==> src/design/ils_pkg.sv <==
package ils_pkg;

    // serial target address
    localparam logic [6:0] TARGET_ADDR     = 7'h20;

    // register offsets
    localparam logic [7:0] OFS_CH_SETUP    = 8'h02;
    localparam logic [7:0] OFS_CH_EN_2_9   = 8'h03;
    localparam logic [7:0] OFS_SHARED_CODE = 8'h04;
    localparam logic [7:0] OFS_CH1_CODE    = 8'h05;
    localparam logic [7:0] OFS_CH9_CODE    = 8'h0D;
    localparam logic [7:0] OFS_ERR_STAT_A  = 8'h0E;
    localparam logic [7:0] OFS_ERR_STAT_B  = 8'h0F;
    localparam logic [7:0] OFS_ERR_CLEAR   = 8'h10;
    localparam logic [7:0] OFS_CONV_SETUP  = 8'h11;
    localparam logic [7:0] OFS_OP_STATUS   = 8'h13;

    // channel setup fields
    localparam int SETUP_GLOBAL_BIT   = 7;
    localparam int SETUP_EXCL_LSB     = 2;
    localparam int SETUP_GLOBAL_ON    = 1;
    localparam int SETUP_CH1_ON       = 0;

    // converter setup fields
    localparam int CONV_ON_A_BIT      = 3;
    localparam int CONV_ON_B_BIT      = 2;
    localparam int CONV_SW_SEL_BIT    = 1;
    localparam int CONV_SKIP_BIT      = 0;

    // status fields
    localparam int STAT_A_OPEN_BIT    = 7;
    localparam int STAT_A_SHORT_BIT   = 6;
    localparam int STAT_A_CH_COUNT    = 6;
    localparam int STAT_B_SUPPLY_BIT  = 7;
    localparam int OP_OVP_BIT         = 2;
    localparam int OP_THERMAL_BIT     = 1;
    localparam int OP_ACTIVE_BIT      = 0;
    localparam int CLEAR_BIT          = 0;

    // reset values
    localparam logic [7:0] REG_RESET  = 8'h00;

endpackage

==> src/design/ils_top.sv <==
`timescale 1ns/10ps
module ils_top
    import ils_pkg::*;
#(
    parameter int NUM_CH = 9,
    parameter int CODE_W = 6
)(
    // clock and power-on reset
    input  wire logic                          clk,
    input  wire logic                          rst_n,
    // serial register port
    input  wire logic                          scl_in,
    input  wire logic                          sda_in,
    output logic                               sda_out,
    output logic                               sda_oe,
    // control pins
    input  wire logic                          hw_enable,
    input  wire logic                          mode_pin,
    input  wire logic                          err_clear_pin,
    // analog sense
    input  wire logic [NUM_CH-1:0]             open_detect,
    input  wire logic [NUM_CH-1:0]             short_detect,
    input  wire logic                          supply_fault,
    input  wire logic                          thermal_fault,
    input  wire logic                          vout_ovp_fault,
    // converter and sink control
    output logic                               active,
    output logic                               conv_enable,
    output logic                               conv_auto_skip,
    output logic [NUM_CH-1:0]                  chan_on,
    output logic [NUM_CH-1:0][CODE_W-1:0]      chan_code,
    // open-drain alarm
    output logic                               alarm_out,
    output logic                               alarm_oe
);

    typedef enum logic [3:0] {
        ST_IDLE  = 4'b0000,
        ST_ADDR  = 4'b0001,
        ST_AACK  = 4'b0010,
        ST_PTR   = 4'b0011,
        ST_PACK  = 4'b0100,
        ST_WR    = 4'b0101,
        ST_WACK  = 4'b0110,
        ST_RD    = 4'b0111,
        ST_RACK  = 4'b1000
    } ils_state_type;

    logic                      rst_s1_q;
    logic                      rst_n_q;
    ils_state_type             st_q;
    logic [3:0]                cnt_q;
    logic [7:0]                shift_q;
    logic [7:0]                ptr_q;
    logic                      rw_q;
    logic                      ack_q;
    logic                      scl_q;
    logic                      sda_q;
    logic                      wr_stb_q;
    logic [7:0]                wr_data_q;
    logic [7:0]                wr_ptr_q;
    logic [7:0]                setup_q;
    logic [7:0]                en29_q;
    logic [7:0]                shared_q;
    logic [7:0]                conv_q;
    logic [7:0]                code_q [NUM_CH];
    logic [NUM_CH-1:0]         fault_q;
    logic                      open_flag_q;
    logic                      short_flag_q;
    logic                      clr_pin_q;
    logic                      clr_d;
    logic                      start_c;
    logic                      stop_c;
    logic                      rise_c;
    logic                      fall_c;
    logic [NUM_CH-1:0]         req_c;
    logic [NUM_CH-1:0]         cond_c;
    logic [7:0]                rd_c;
    logic [3:0]                excl_c;

    // read mux over the register map
    function automatic logic [7:0] rd_mux(input logic [7:0] a);
        logic [7:0] v;
        v = 8'h00;
        if (a == OFS_CH_SETUP)
            v = setup_q;
        else if (a == OFS_CH_EN_2_9)
            v = en29_q;
        else if (a == OFS_SHARED_CODE)
            v = shared_q;
        else if (a >= OFS_CH1_CODE && a <= OFS_CH9_CODE)
            v = code_q[4'(a - OFS_CH1_CODE)];
        else if (a == OFS_ERR_STAT_A)
        begin
            v[STAT_A_CH_COUNT-1:0] = fault_q[STAT_A_CH_COUNT-1:0];
            v[STAT_A_SHORT_BIT]    = short_flag_q;
            v[STAT_A_OPEN_BIT]     = open_flag_q;
        end
        else if (a == OFS_ERR_STAT_B)
        begin
            v[NUM_CH-STAT_A_CH_COUNT-1:0] = fault_q[NUM_CH-1:STAT_A_CH_COUNT];
            v[STAT_B_SUPPLY_BIT]          = supply_fault;
        end
        else if (a == OFS_CONV_SETUP)
            v = conv_q;
        else if (a == OFS_OP_STATUS)
        begin
            v[OP_OVP_BIT]     = vout_ovp_fault;
            v[OP_THERMAL_BIT] = thermal_fault;
            v[OP_ACTIVE_BIT]  = active;
        end
        return v;
    endfunction

    // reset release
    always_ff @(posedge clk or negedge rst_n)
    begin
        if (!rst_n)
            {rst_n_q, rst_s1_q} <= 2'h0;
        else
            {rst_n_q, rst_s1_q} <= {rst_s1_q, 1'b1};
    end

    // bus line history
    always_ff @(posedge clk or negedge rst_n_q)
    begin
        if (!rst_n_q)
            {scl_q, sda_q, clr_pin_q} <= 3'h6;
        else
            {scl_q, sda_q, clr_pin_q} <= {scl_in, sda_in, err_clear_pin};
    end

    assign start_c = scl_in && scl_q && sda_q && !sda_in;
    assign stop_c  = scl_in && scl_q && !sda_q && sda_in;
    assign rise_c  = scl_in && !scl_q;
    assign fall_c  = !scl_in && scl_q;
    always_comb
        rd_c = rd_mux(ptr_q);

    // serial target engine
    always_ff @(posedge clk or negedge rst_n_q)
    begin
        if (!rst_n_q)
        begin
            st_q     <= ST_IDLE;
            cnt_q    <= 4'h0;
            shift_q  <= 8'h00;
            ptr_q    <= 8'h00;
            {rw_q, ack_q, sda_oe, sda_out, wr_stb_q} <= 5'h00;
            {wr_data_q, wr_ptr_q}                     <= 16'h0000;
        end
        else
        begin
            sda_out  <= 1'b0;
            wr_stb_q <= 1'b0;
            if (start_c)
            begin
                st_q   <= ST_ADDR;
                cnt_q  <= 4'h0;
                sda_oe <= 1'b0;
            end
            else if (stop_c)
            begin
                st_q   <= ST_IDLE;
                sda_oe <= 1'b0;
            end
            else if (rise_c)
            begin
                if (st_q == ST_ADDR || st_q == ST_PTR || st_q == ST_WR)
                begin
                    shift_q <= {shift_q[6:0], sda_in};
                    cnt_q   <= cnt_q + 4'h1;
                end
                else if (st_q == ST_RACK)
                begin
                    ack_q <= !sda_in;
                    if (!sda_in)
                        ptr_q <= ptr_q + 8'h01;
                end
            end
            else if (fall_c)
            begin
                unique case (st_q)
                    ST_ADDR:
                        if (cnt_q == 4'h8)
                        begin
                            if (shift_q[7:1] == TARGET_ADDR)
                            begin
                                rw_q   <= shift_q[0];
                                sda_oe <= 1'b1;
                                st_q   <= ST_AACK;
                            end
                            else
                                st_q <= ST_IDLE;
                        end
                    ST_AACK:
                        if (rw_q)
                        begin
                            shift_q <= rd_c;
                            sda_oe  <= !rd_c[7];
                            cnt_q   <= 4'h1;
                            st_q    <= ST_RD;
                        end
                        else
                        begin
                            sda_oe <= 1'b0;
                            cnt_q  <= 4'h0;
                            st_q   <= ST_PTR;
                        end
                    ST_PTR:
                        if (cnt_q == 4'h8)
                        begin
                            ptr_q  <= shift_q;
                            sda_oe <= 1'b1;
                            st_q   <= ST_PACK;
                        end
                    ST_WR:
                        if (cnt_q == 4'h8)
                        begin
                            wr_stb_q <= 1'b1;
                            sda_oe   <= 1'b1;
                            st_q     <= ST_WACK;
                        end
                    ST_PACK, ST_WACK:
                    begin
                        sda_oe <= 1'b0;
                        cnt_q  <= 4'h0;
                        st_q   <= ST_WR;
                    end
                    ST_RD:
                        if (cnt_q == 4'h8)
                        begin
                            sda_oe <= 1'b0;
                            st_q   <= ST_RACK;
                        end
                        else
                        begin
                            sda_oe  <= !shift_q[6];
                            shift_q <= {shift_q[6:0], 1'b0};
                            cnt_q   <= cnt_q + 4'h1;
                        end
                    ST_RACK:
                        if (ack_q)
                        begin
                            shift_q <= rd_c;
                            sda_oe  <= !rd_c[7];
                            cnt_q   <= 4'h1;
                            st_q    <= ST_RD;
                        end
                        else
                            st_q <= ST_IDLE;
                    default:
                        st_q <= ST_IDLE;
                endcase
                if (st_q == ST_WR && cnt_q == 4'h8)
                begin
                    wr_data_q <= shift_q;
                    wr_ptr_q  <= ptr_q;
                    ptr_q     <= ptr_q + 8'h01;
                end
            end
        end
    end

    always_ff @(posedge clk or negedge rst_n_q)
    begin
        if (!rst_n_q)
        begin
            setup_q  <= REG_RESET;
            en29_q   <= REG_RESET;
            shared_q <= REG_RESET;
            conv_q   <= REG_RESET;
            for (int i = 0; i < NUM_CH; i++)
                code_q[i] <= REG_RESET;
        end
        else if (wr_stb_q)
        begin
            case (wr_ptr_q)
                OFS_CH_SETUP:    setup_q  <= wr_data_q;
                OFS_CH_EN_2_9:   en29_q   <= wr_data_q;
                OFS_SHARED_CODE: shared_q <= wr_data_q;
                OFS_CONV_SETUP:  conv_q   <= wr_data_q;
                default:
                    if (wr_ptr_q >= OFS_CH1_CODE && wr_ptr_q <= OFS_CH9_CODE)
                        code_q[4'(wr_ptr_q - OFS_CH1_CODE)] <= wr_data_q;
            endcase
        end
    end

    // clear by write-only bit or pin rising
    assign clr_d = (wr_stb_q && wr_ptr_q == OFS_ERR_CLEAR && wr_data_q[CLEAR_BIT])
                   || (err_clear_pin && !clr_pin_q);

    assign excl_c = (setup_q[SETUP_EXCL_LSB+:4] > 4'(NUM_CH - 1)) ? 4'(NUM_CH - 1)
                                                                   : setup_q[SETUP_EXCL_LSB+:4];
    // channel requests from selected scheme
    always_comb
    begin
        for (int i = 0; i < NUM_CH; i++)
        begin
            if (setup_q[SETUP_GLOBAL_BIT])
                req_c[i] = setup_q[SETUP_GLOBAL_ON]
                           && (i + int'(excl_c) < NUM_CH);
            else if (i == 0)
                req_c[i] = setup_q[SETUP_CH1_ON];
            else
                req_c[i] = en29_q[i-1];
        end
    end

    assign cond_c = open_detect | short_detect;

    // per-channel fault latches
    always_ff @(posedge clk or negedge rst_n_q)
    begin
        if (!rst_n_q)
        begin
            fault_q                     <= '0;
            {open_flag_q, short_flag_q} <= 2'h0;
        end
        else
        begin
            for (int i = 0; i < NUM_CH; i++)
                // latch on a driven channel; set wins over clear
                fault_q[i] <= (cond_c[i] && chan_on[i])
                              || (fault_q[i] && !(clr_d && !cond_c[i]));
            open_flag_q  <= |(open_detect & chan_on)
                            || (open_flag_q && !(clr_d && !(|open_detect)));
            short_flag_q <= |(short_detect & chan_on)
                            || (short_flag_q && !(clr_d && !(|short_detect)));
        end
    end

    // converter, sink and alarm outputs
    always_ff @(posedge clk or negedge rst_n_q)
    begin
        if (!rst_n_q)
        begin
            {active, conv_enable, conv_auto_skip, alarm_out, alarm_oe} <= 5'h00;
            chan_on                                                    <= '0;
            chan_code                                                  <= '0;
        end
        else
        begin
            // enable gates active, the converter enable and the channel drives
            active         <= hw_enable;
            conv_enable    <= hw_enable && conv_q[CONV_ON_A_BIT] && conv_q[CONV_ON_B_BIT];
            conv_auto_skip <= conv_q[CONV_SW_SEL_BIT] ? conv_q[CONV_SKIP_BIT] : mode_pin;
            chan_on        <= {NUM_CH{hw_enable}} & req_c & ~fault_q;
            for (int i = 0; i < NUM_CH; i++)
                chan_code[i] <= setup_q[SETUP_GLOBAL_BIT] ? shared_q[CODE_W-1:0]
                                                          : code_q[i][CODE_W-1:0];
            alarm_out      <= 1'b0;
            // alarm held until every per-channel fault latch clears
            alarm_oe       <= |fault_q;
        end
    end

endmodule // ils_top

==> config.mk <==
export PLATFORM = sky130hd
export DESIGN_NAME = ils_top
export DESIGN_NICKNAME = d
export VERILOG_FILES = /design/src/design/ils_pkg.sv /design/src/design/ils_top.sv
export SDC_FILE = /design/constraint.sdc
export NUM_CORES = 1
export LEC_CHECK = 0
export ABC_AREA = 1
export BUFFER_PORTS_ARGS = -buffer_cell sky130_fd_sc_hd__buf_2
export CAP_MARGIN = 0
export CORE_ASPECT_RATIO = 1.2
export CORE_MARGIN = 4
export CORE_UTILIZATION = 67
export CTS_BUF_LIST = sky130_fd_sc_hd__clkbuf_4
export DETAILED_ROUTE_END_ITERATION = 10
export HOLD_SLACK_MARGIN = 0.1
export PLACE_DENSITY = 0.88
export SYNTH_ARGS = -nofsm -noshare
export SYNTH_HDL_FRONTEND = slang
export SYNTH_SLANG_ARGS = --single-unit
==> constraint.sdc <==
create_clock -name clk -period 15.6 [get_ports clk]
set_clock_uncertainty 0.2 [all_clocks]
set_input_delay 1.56 -clock clk [delete_from_list [all_inputs] [get_ports clk]]
set_output_delay 1.56 -clock clk [all_outputs]
set_load 0.05 [all_outputs]
# Word-level counts from Yosys, hierarchy flattened
# Cells that the tools add are included.
# word_totals
reg_bits	231
out_inout_bits	70
elab_cells	346
# classes
n_addsub	12
n_lt_le_gt_ge	17
eq_ne	41
mux	90
bitwise_logic	13
reduce_logical	128
# op_table
operator	count
$mux 8	22
$bwmux 72	1
$mux 4	17
$logic_and 1x1->1	56
$mux 6	9
$reduce_or 9->1	5
$lt 5x4->1 const B	8
$and 9x9->9	4
$bmux 8 s4	1
$demux 8 s4	1
$eq 8x2->1 const B	4
$eq 8x5->1 const B	4
$logic_not 1->1	29
$mux 1	28
$pmux 4 s7	1
$pmux 8 s3	1
$add 3x4->5 const A	4
$eq 4x3->1 const B	4
$eq 8x3->1 const B	2
$eq 8x4->1 const B	2
$ge 8x3->1 const B	2
$le 8x4->1 const B	2
$ne 4x3->1 const B	4
$ne 4x4->1 const B	4
other kinds (42)	86

# Longest topological paths before layout
# depth
depth_word	16
depth_mapped	17
depth_no_buf	15

# Least setup slack after synthesis
# Ideal clock, no wire load.
# synth_path
path_kind	input -> register
from	input port scl_in
to	register ptr_q[2]
arrival_ps	2884
t_required_ps	15323
slack_ps	12439
path_stages	12
n_path_buf	1
cell_sequence	ha_1 -> inv_1 -> nor2_1 -> nand2_2 -> nand2_1 -> or2_1 -> nor2_1 -> inv_1 -> nor2_1 -> buf_2 -> o21ai_0 -> a21oi_1
# synth_via
elab_chain_len	5
word_cells_on_any_way	18
# synth_lines
element	line	text
from (decl)	ils_top.sv:12	input wire logic scl_in,
$logic_and 1x1->1	ils_top.sv:133, ils_top.sv:134	
$logic_and 1x1->1 (on tied branches) (2 in series)	ils_top.sv:134, ils_top.sv:133	
$not 1->1 (no source line)	--	
$reduce_and 8->1 (no source line)	--	
to (signal assigned)	ils_top.sv:178	ptr_q <= ptr_q + 8'h01;
to (signal assigned)	ils_top.sv:213	ptr_q <= shift_q;
to (signal assigned)	ils_top.sv:259	ptr_q <= ptr_q + 8'h01;
to (decl)	ils_top.sv:54	logic [7:0] ptr_q;
# Parallel ways exist; a longest one is shown, timed or not.
# A chain may end at the register's enable or synchronous reset.

# Worst setup path in the final report
# layout_path
from	register ptr_q[0]
to	register shift_q[7]
# layout_via
elab_chain_len	13
word_cells_on_any_way	26
# layout_lines
element	line	text
$sub 4x3->4	ils_top.sv:92	v = code_q[4'(a - OFS_CH1_CODE)];
$not 4->5 (implied by the code)	ils_top.sv:92	
$bmux 8 s4	ils_top.sv:92	
$mux 8 (implied by the code) (2 in series)	ils_top.sv:92	
$mux 8	ils_top.sv:91	else if (a >= OFS_CH1_CODE && a <= OFS_CH9_CODE)
$mux 8	ils_top.sv:89	else if (a == OFS_SHARED_CODE)
$mux 8	ils_top.sv:87	else if (a == OFS_CH_EN_2_9)
$mux 8 (*)	ils_top.sv:85	if (a == OFS_CH_SETUP)
$mux 8 (on tied branches)	ils_top.sv:243, ils_top.sv:197	
$pmux 8 s3 (*)	ils_top.sv:183	unique case (st_q)
$mux 8 (*)	ils_top.sv:181	else if (fall_c)
$mux 8 (*)	ils_top.sv:167	else if (rise_c)
to (signal assigned)	ils_top.sv:171	shift_q <= {shift_q[6:0], sda_in};
to (signal assigned)	ils_top.sv:239	shift_q <= {shift_q[6:0], 1'b0};
to (signal assigned)	ils_top.sv:245	shift_q <= rd_c;
to (decl)	ils_top.sv:53	logic [7:0] shift_q;
# Mark *: on every way between the ends. The rest lies on a longest branch, timed or not. The select of a mux whose other input is x is not followed.

==> impl_metrics.py <==
metrics = {
    "critical_path": {
        "worstSetupPathType": "flop to flop",
        "endpoint_kind": "flop",
        "cp-start-kind": "flop",
        "r2r_slack_ns": 11.50,
        "r2r-start": "ptr_q[0]",
        "crit_top_cell": "nand2_1",
        "worstPathArrival_ns": 4.47,
        "reg2reg_depth": 15,
        "path_buf_inv": 3,
        "required_ns": 15.97,
        "crit_slowest_cell": "ha_1",
        "crit_family": "buffers and inverters",
        "path_cells": "buf_4, inv_1, ha_1, inv_1, nor2_1, nand2_1, nor2_1, nor2_1, nand2_1, nand3_1, nand2_1, nand2_1, nand3_1, nand2_1, o21ai_0",
        "r2r_end": "shift_q[7]",
        "crit_fanout": 56,
        "cpPeakStageDelay_ns": 1.09,
    },
    "synthesis": {
        "synth_top_area_share_pct": 52.4,
        "ys_seq_area_share_pct": 52.8,
        "yosysUniqueCellTypes": 53,
        "synth_edf_count": 0,
        "post-synth-top-count-cell": "nand2_1",
        "syn_avg_cell_area_um2": 8.21,
        "yosys_warnings": 0,
        "async_flop_share_pct": 100,
        "ys_ff_latch": 231,
        "synth_cells": 1333,
        "synth_area_leaders": "dfrtp_1, nand2_1, o21ai_0, inv_1, nand3_1",
        "yosys.area.top_type": "dfrtp_1",
        "synth_area_mm2": 0.0109,
        "ys.flop_type": "dfrtp_1",
        "yosys-top-cells-count": "nand2_1, dfrtp_1, inv_1, o21ai_0, nand3_1",
    },
    "power": {
        "power_switching_share_pct": 36.6,
        "ir_drop_uv": 87.9,
        "p_per_area_mw_per_mm2": 129,
        "p_seq_share_pct": 43.7,
        "p_leak_nw": 6.06,
        "switching_power_mw": 0.577,
        "p_clk_share_pct": 31.5,
        "pwr-share-comb_pct": 24.8,
        "p_int_mw": 0.999,
    },
    "place": {
        "gp_congestion": 0.910,
        "io_buffers": 95,
        "dpl.hpwl_um": 20400,
        "place_inst": 1587,
    },
    "sta": {
        "max_slew_margin_pct": 26.9,
        "drv_slew": 0,
        "rsz0062_at_grt": "false",
        "hold_viol": 0,
        "finalSetupTns_ns": 0,
        "timing.fmax_mhz": 244,
        "final-setup-viol-count": 0,
        "fin_crit_sh_pct": 26.3,
        "fin_crit_ns": 4.10,
        "worst_pin_slew_ns": 1.10,
        "hold_slack_ns": 0.156,
    },
    "global_route": {
        "grt-ovfl-total": 0,
        "grt_max_degree": 93,
        "grt_first_pass_wirelength_um": 49100,
        "grt_pass1_vias": 10073,
        "antenna_found_initial": 1,
        "grtUsageTotal_pct": 32.8,
    },
    "clock_tree": {
        "cts_sinks": 231,
        "cts_root_buffer": "clkbuf_4",
        "cts_tree": "done",
        "hold_buffers": 0,
        "postCtsSetupBuffers": 0,
        "htree_levels": 2,
        "insertion_delay_ns": 0.69,
        "cts_buffer_depth": 3,
        "postCtsResizedCells": 0,
        "cts_made_buffers": 55,
        "path_clk_slew_ns": 0.07,
    },
    "final_layout": {
        "fill_cells": 1115,
        "fin_cells": 1691,
        "area_growth_pct": 11.5,
        "drive_gt1_share_pct": 15.4,
        "nets": 1476,
    },
    "floorplan": {
        "pin_count": 98,
        "fp.coreArea_mm2": 0.0158,
        "dieArea_mm2": 0.0184,
        "dieWidth_um": 125,
        "fp-row-count": 50,
        "die_height_um": 148,
        "start_util_pct": 69.1,
    },
    "route": {
        "firstDrtPassIters": 6,
        "first_iter_violations": 1174,
        "postRouteWirelength_um": 29800,
        "wl_per_cell_um": 17.6,
        "vias": 10129,
        "postRouteAntennaNets": 0,
        "drc_errors": 0,
        "routed_via_density": 5.99,
    },
    "job": {
        "cap_viol_max_count": 0,
    },
    "hold_path": {
        "holdPathStages": 0,
        "min_to": "rst_n_q",
        "min_path_type": "flop to flop",
        "hp-start": "rst_s1_q",
    },
    "outcome": {
        "outcome": "complete, no violations",
    },
}
## cell type report
class | instances | area [um^2] | area share [%]
multi-input cells | 918 | 4430 | 36.3
inverters | 129 | 485 | 3.98
repair buffers | 101 | 520 | 4.27
diodes | 2 | 5.00 | 0.0410
flip-flops and latches | 231 | 5790 | 47.4
clock buffers | 79 | 593 | 4.86
well taps | 208 | 260 | 2.13
clock inverters | 23 | 124 | 1.02
## worst max path at each step
| stage | startpoint | endpoint | slack (ns) | cells after the start |
|---|---|---|---|---|
| 2_1_floorplan | rst_n_q | ack_q | 8.49 | 0 |
| 3_3_place_gp | ptr_q[0] | sda_oe | 11.71 | 16 |
| 3_5_place_dp | ptr_q[0] | sda_oe | 11.61 | 16 |
| 4_1_cts | ptr_q[0] | shift_q[7] | 11.61 | 15 |
| 5_1_grt | ptr_q[0] | shift_q[7] | 11.11 | 15 |
| 6_report | ptr_q[0] | shift_q[7] | 11.50 | 15 |
## layer usage
layer	up-vias	wire length, um	track usage, %	part of all wire, %
met4	0	1630	20.9	5.5
met5	-	0	0	0
met2	637	14900	56.5	50
met3	144	2590	5.46	8.7
met1	4715	10700	38.2	36
li1	4633	-	-	-
## power groups by stage
stage / logic (mW) / registers [mW] / clock network, mW
global route: 0.439 / 0.693 / 0.532
finish: 0.391 / 0.689 / 0.496
floorplan: 0.288 / 0.695 / 0
CTS: 0.383 / 0.687 / 0.499
detailed placement: 0.380 / 0.698 / 0
global placement: 0.371 / 0.697 / 0
## state kept, by name, indices dropped and copies added, names as in the netlist, 4 cells and up
name,flops
st_q,4
wr_data_q,8
code_q,72
shift_q,8
fault_q,9
cnt_q,4
en29_q,8
conv_q,8
shared_q,8
chan_code,54
setup_q,8
wr_ptr_q,8
ptr_q,8
chan_on,9
## stage by stage
step | area (um^2) | utilization, % | power (mW) | setup WS (ns)
global route | 12200 | 77.1 | 1.66 | 11.11
detailed placement | 11500 | 72.5 | 1.08 | 11.61
global placement | 11500 | 72.5 | 1.07 | 11.71
finish | 12200 | 77.1 | 1.58 | 11.50
floorplan | 10900 | - | 0.982 | 8.49
CTS | 12200 | 77.1 | 1.57 | 11.61
## cells by family after synthesis
family	after synthesis	synth area share, %
flip-flops	231	52.8
AND/OR/NAND/NOR	610	24.0
AO/OA/AOI/OAI	288	14.6
XOR/XNOR	4	0.320
multiplexers	1	0.103
buffers and inverters	185	6.73
adder cells (fa/ha/maj)	12	1.37
other	2	0.0686
## cell usage in the layout (no fill, tap or decap), types with 3 or more instances in the layout
master,instances
buf_2,95
nor2_1,83
a22oi_1,3
xor2_1,3
dfrtp_1,228
nand2_2,9
nand4_1,17
a21oi_1,57
o21ai_2,9
nor4_1,9
o21ai_1,59
inv_1,124
buf_4,6
a31oi_1,3
a211oi_1,4
nor3_1,22
conb_1,3
o21ai_0,124
clkinv_2,6
nand2_1,367
nand3_2,5
inv_2,4
o211ai_1,13
clkinv_1,16
ha_1,12
nand3_1,85
clkbuf_4,79
o31ai_1,4
Note: power is estimated with default switching activity, not from simulation.
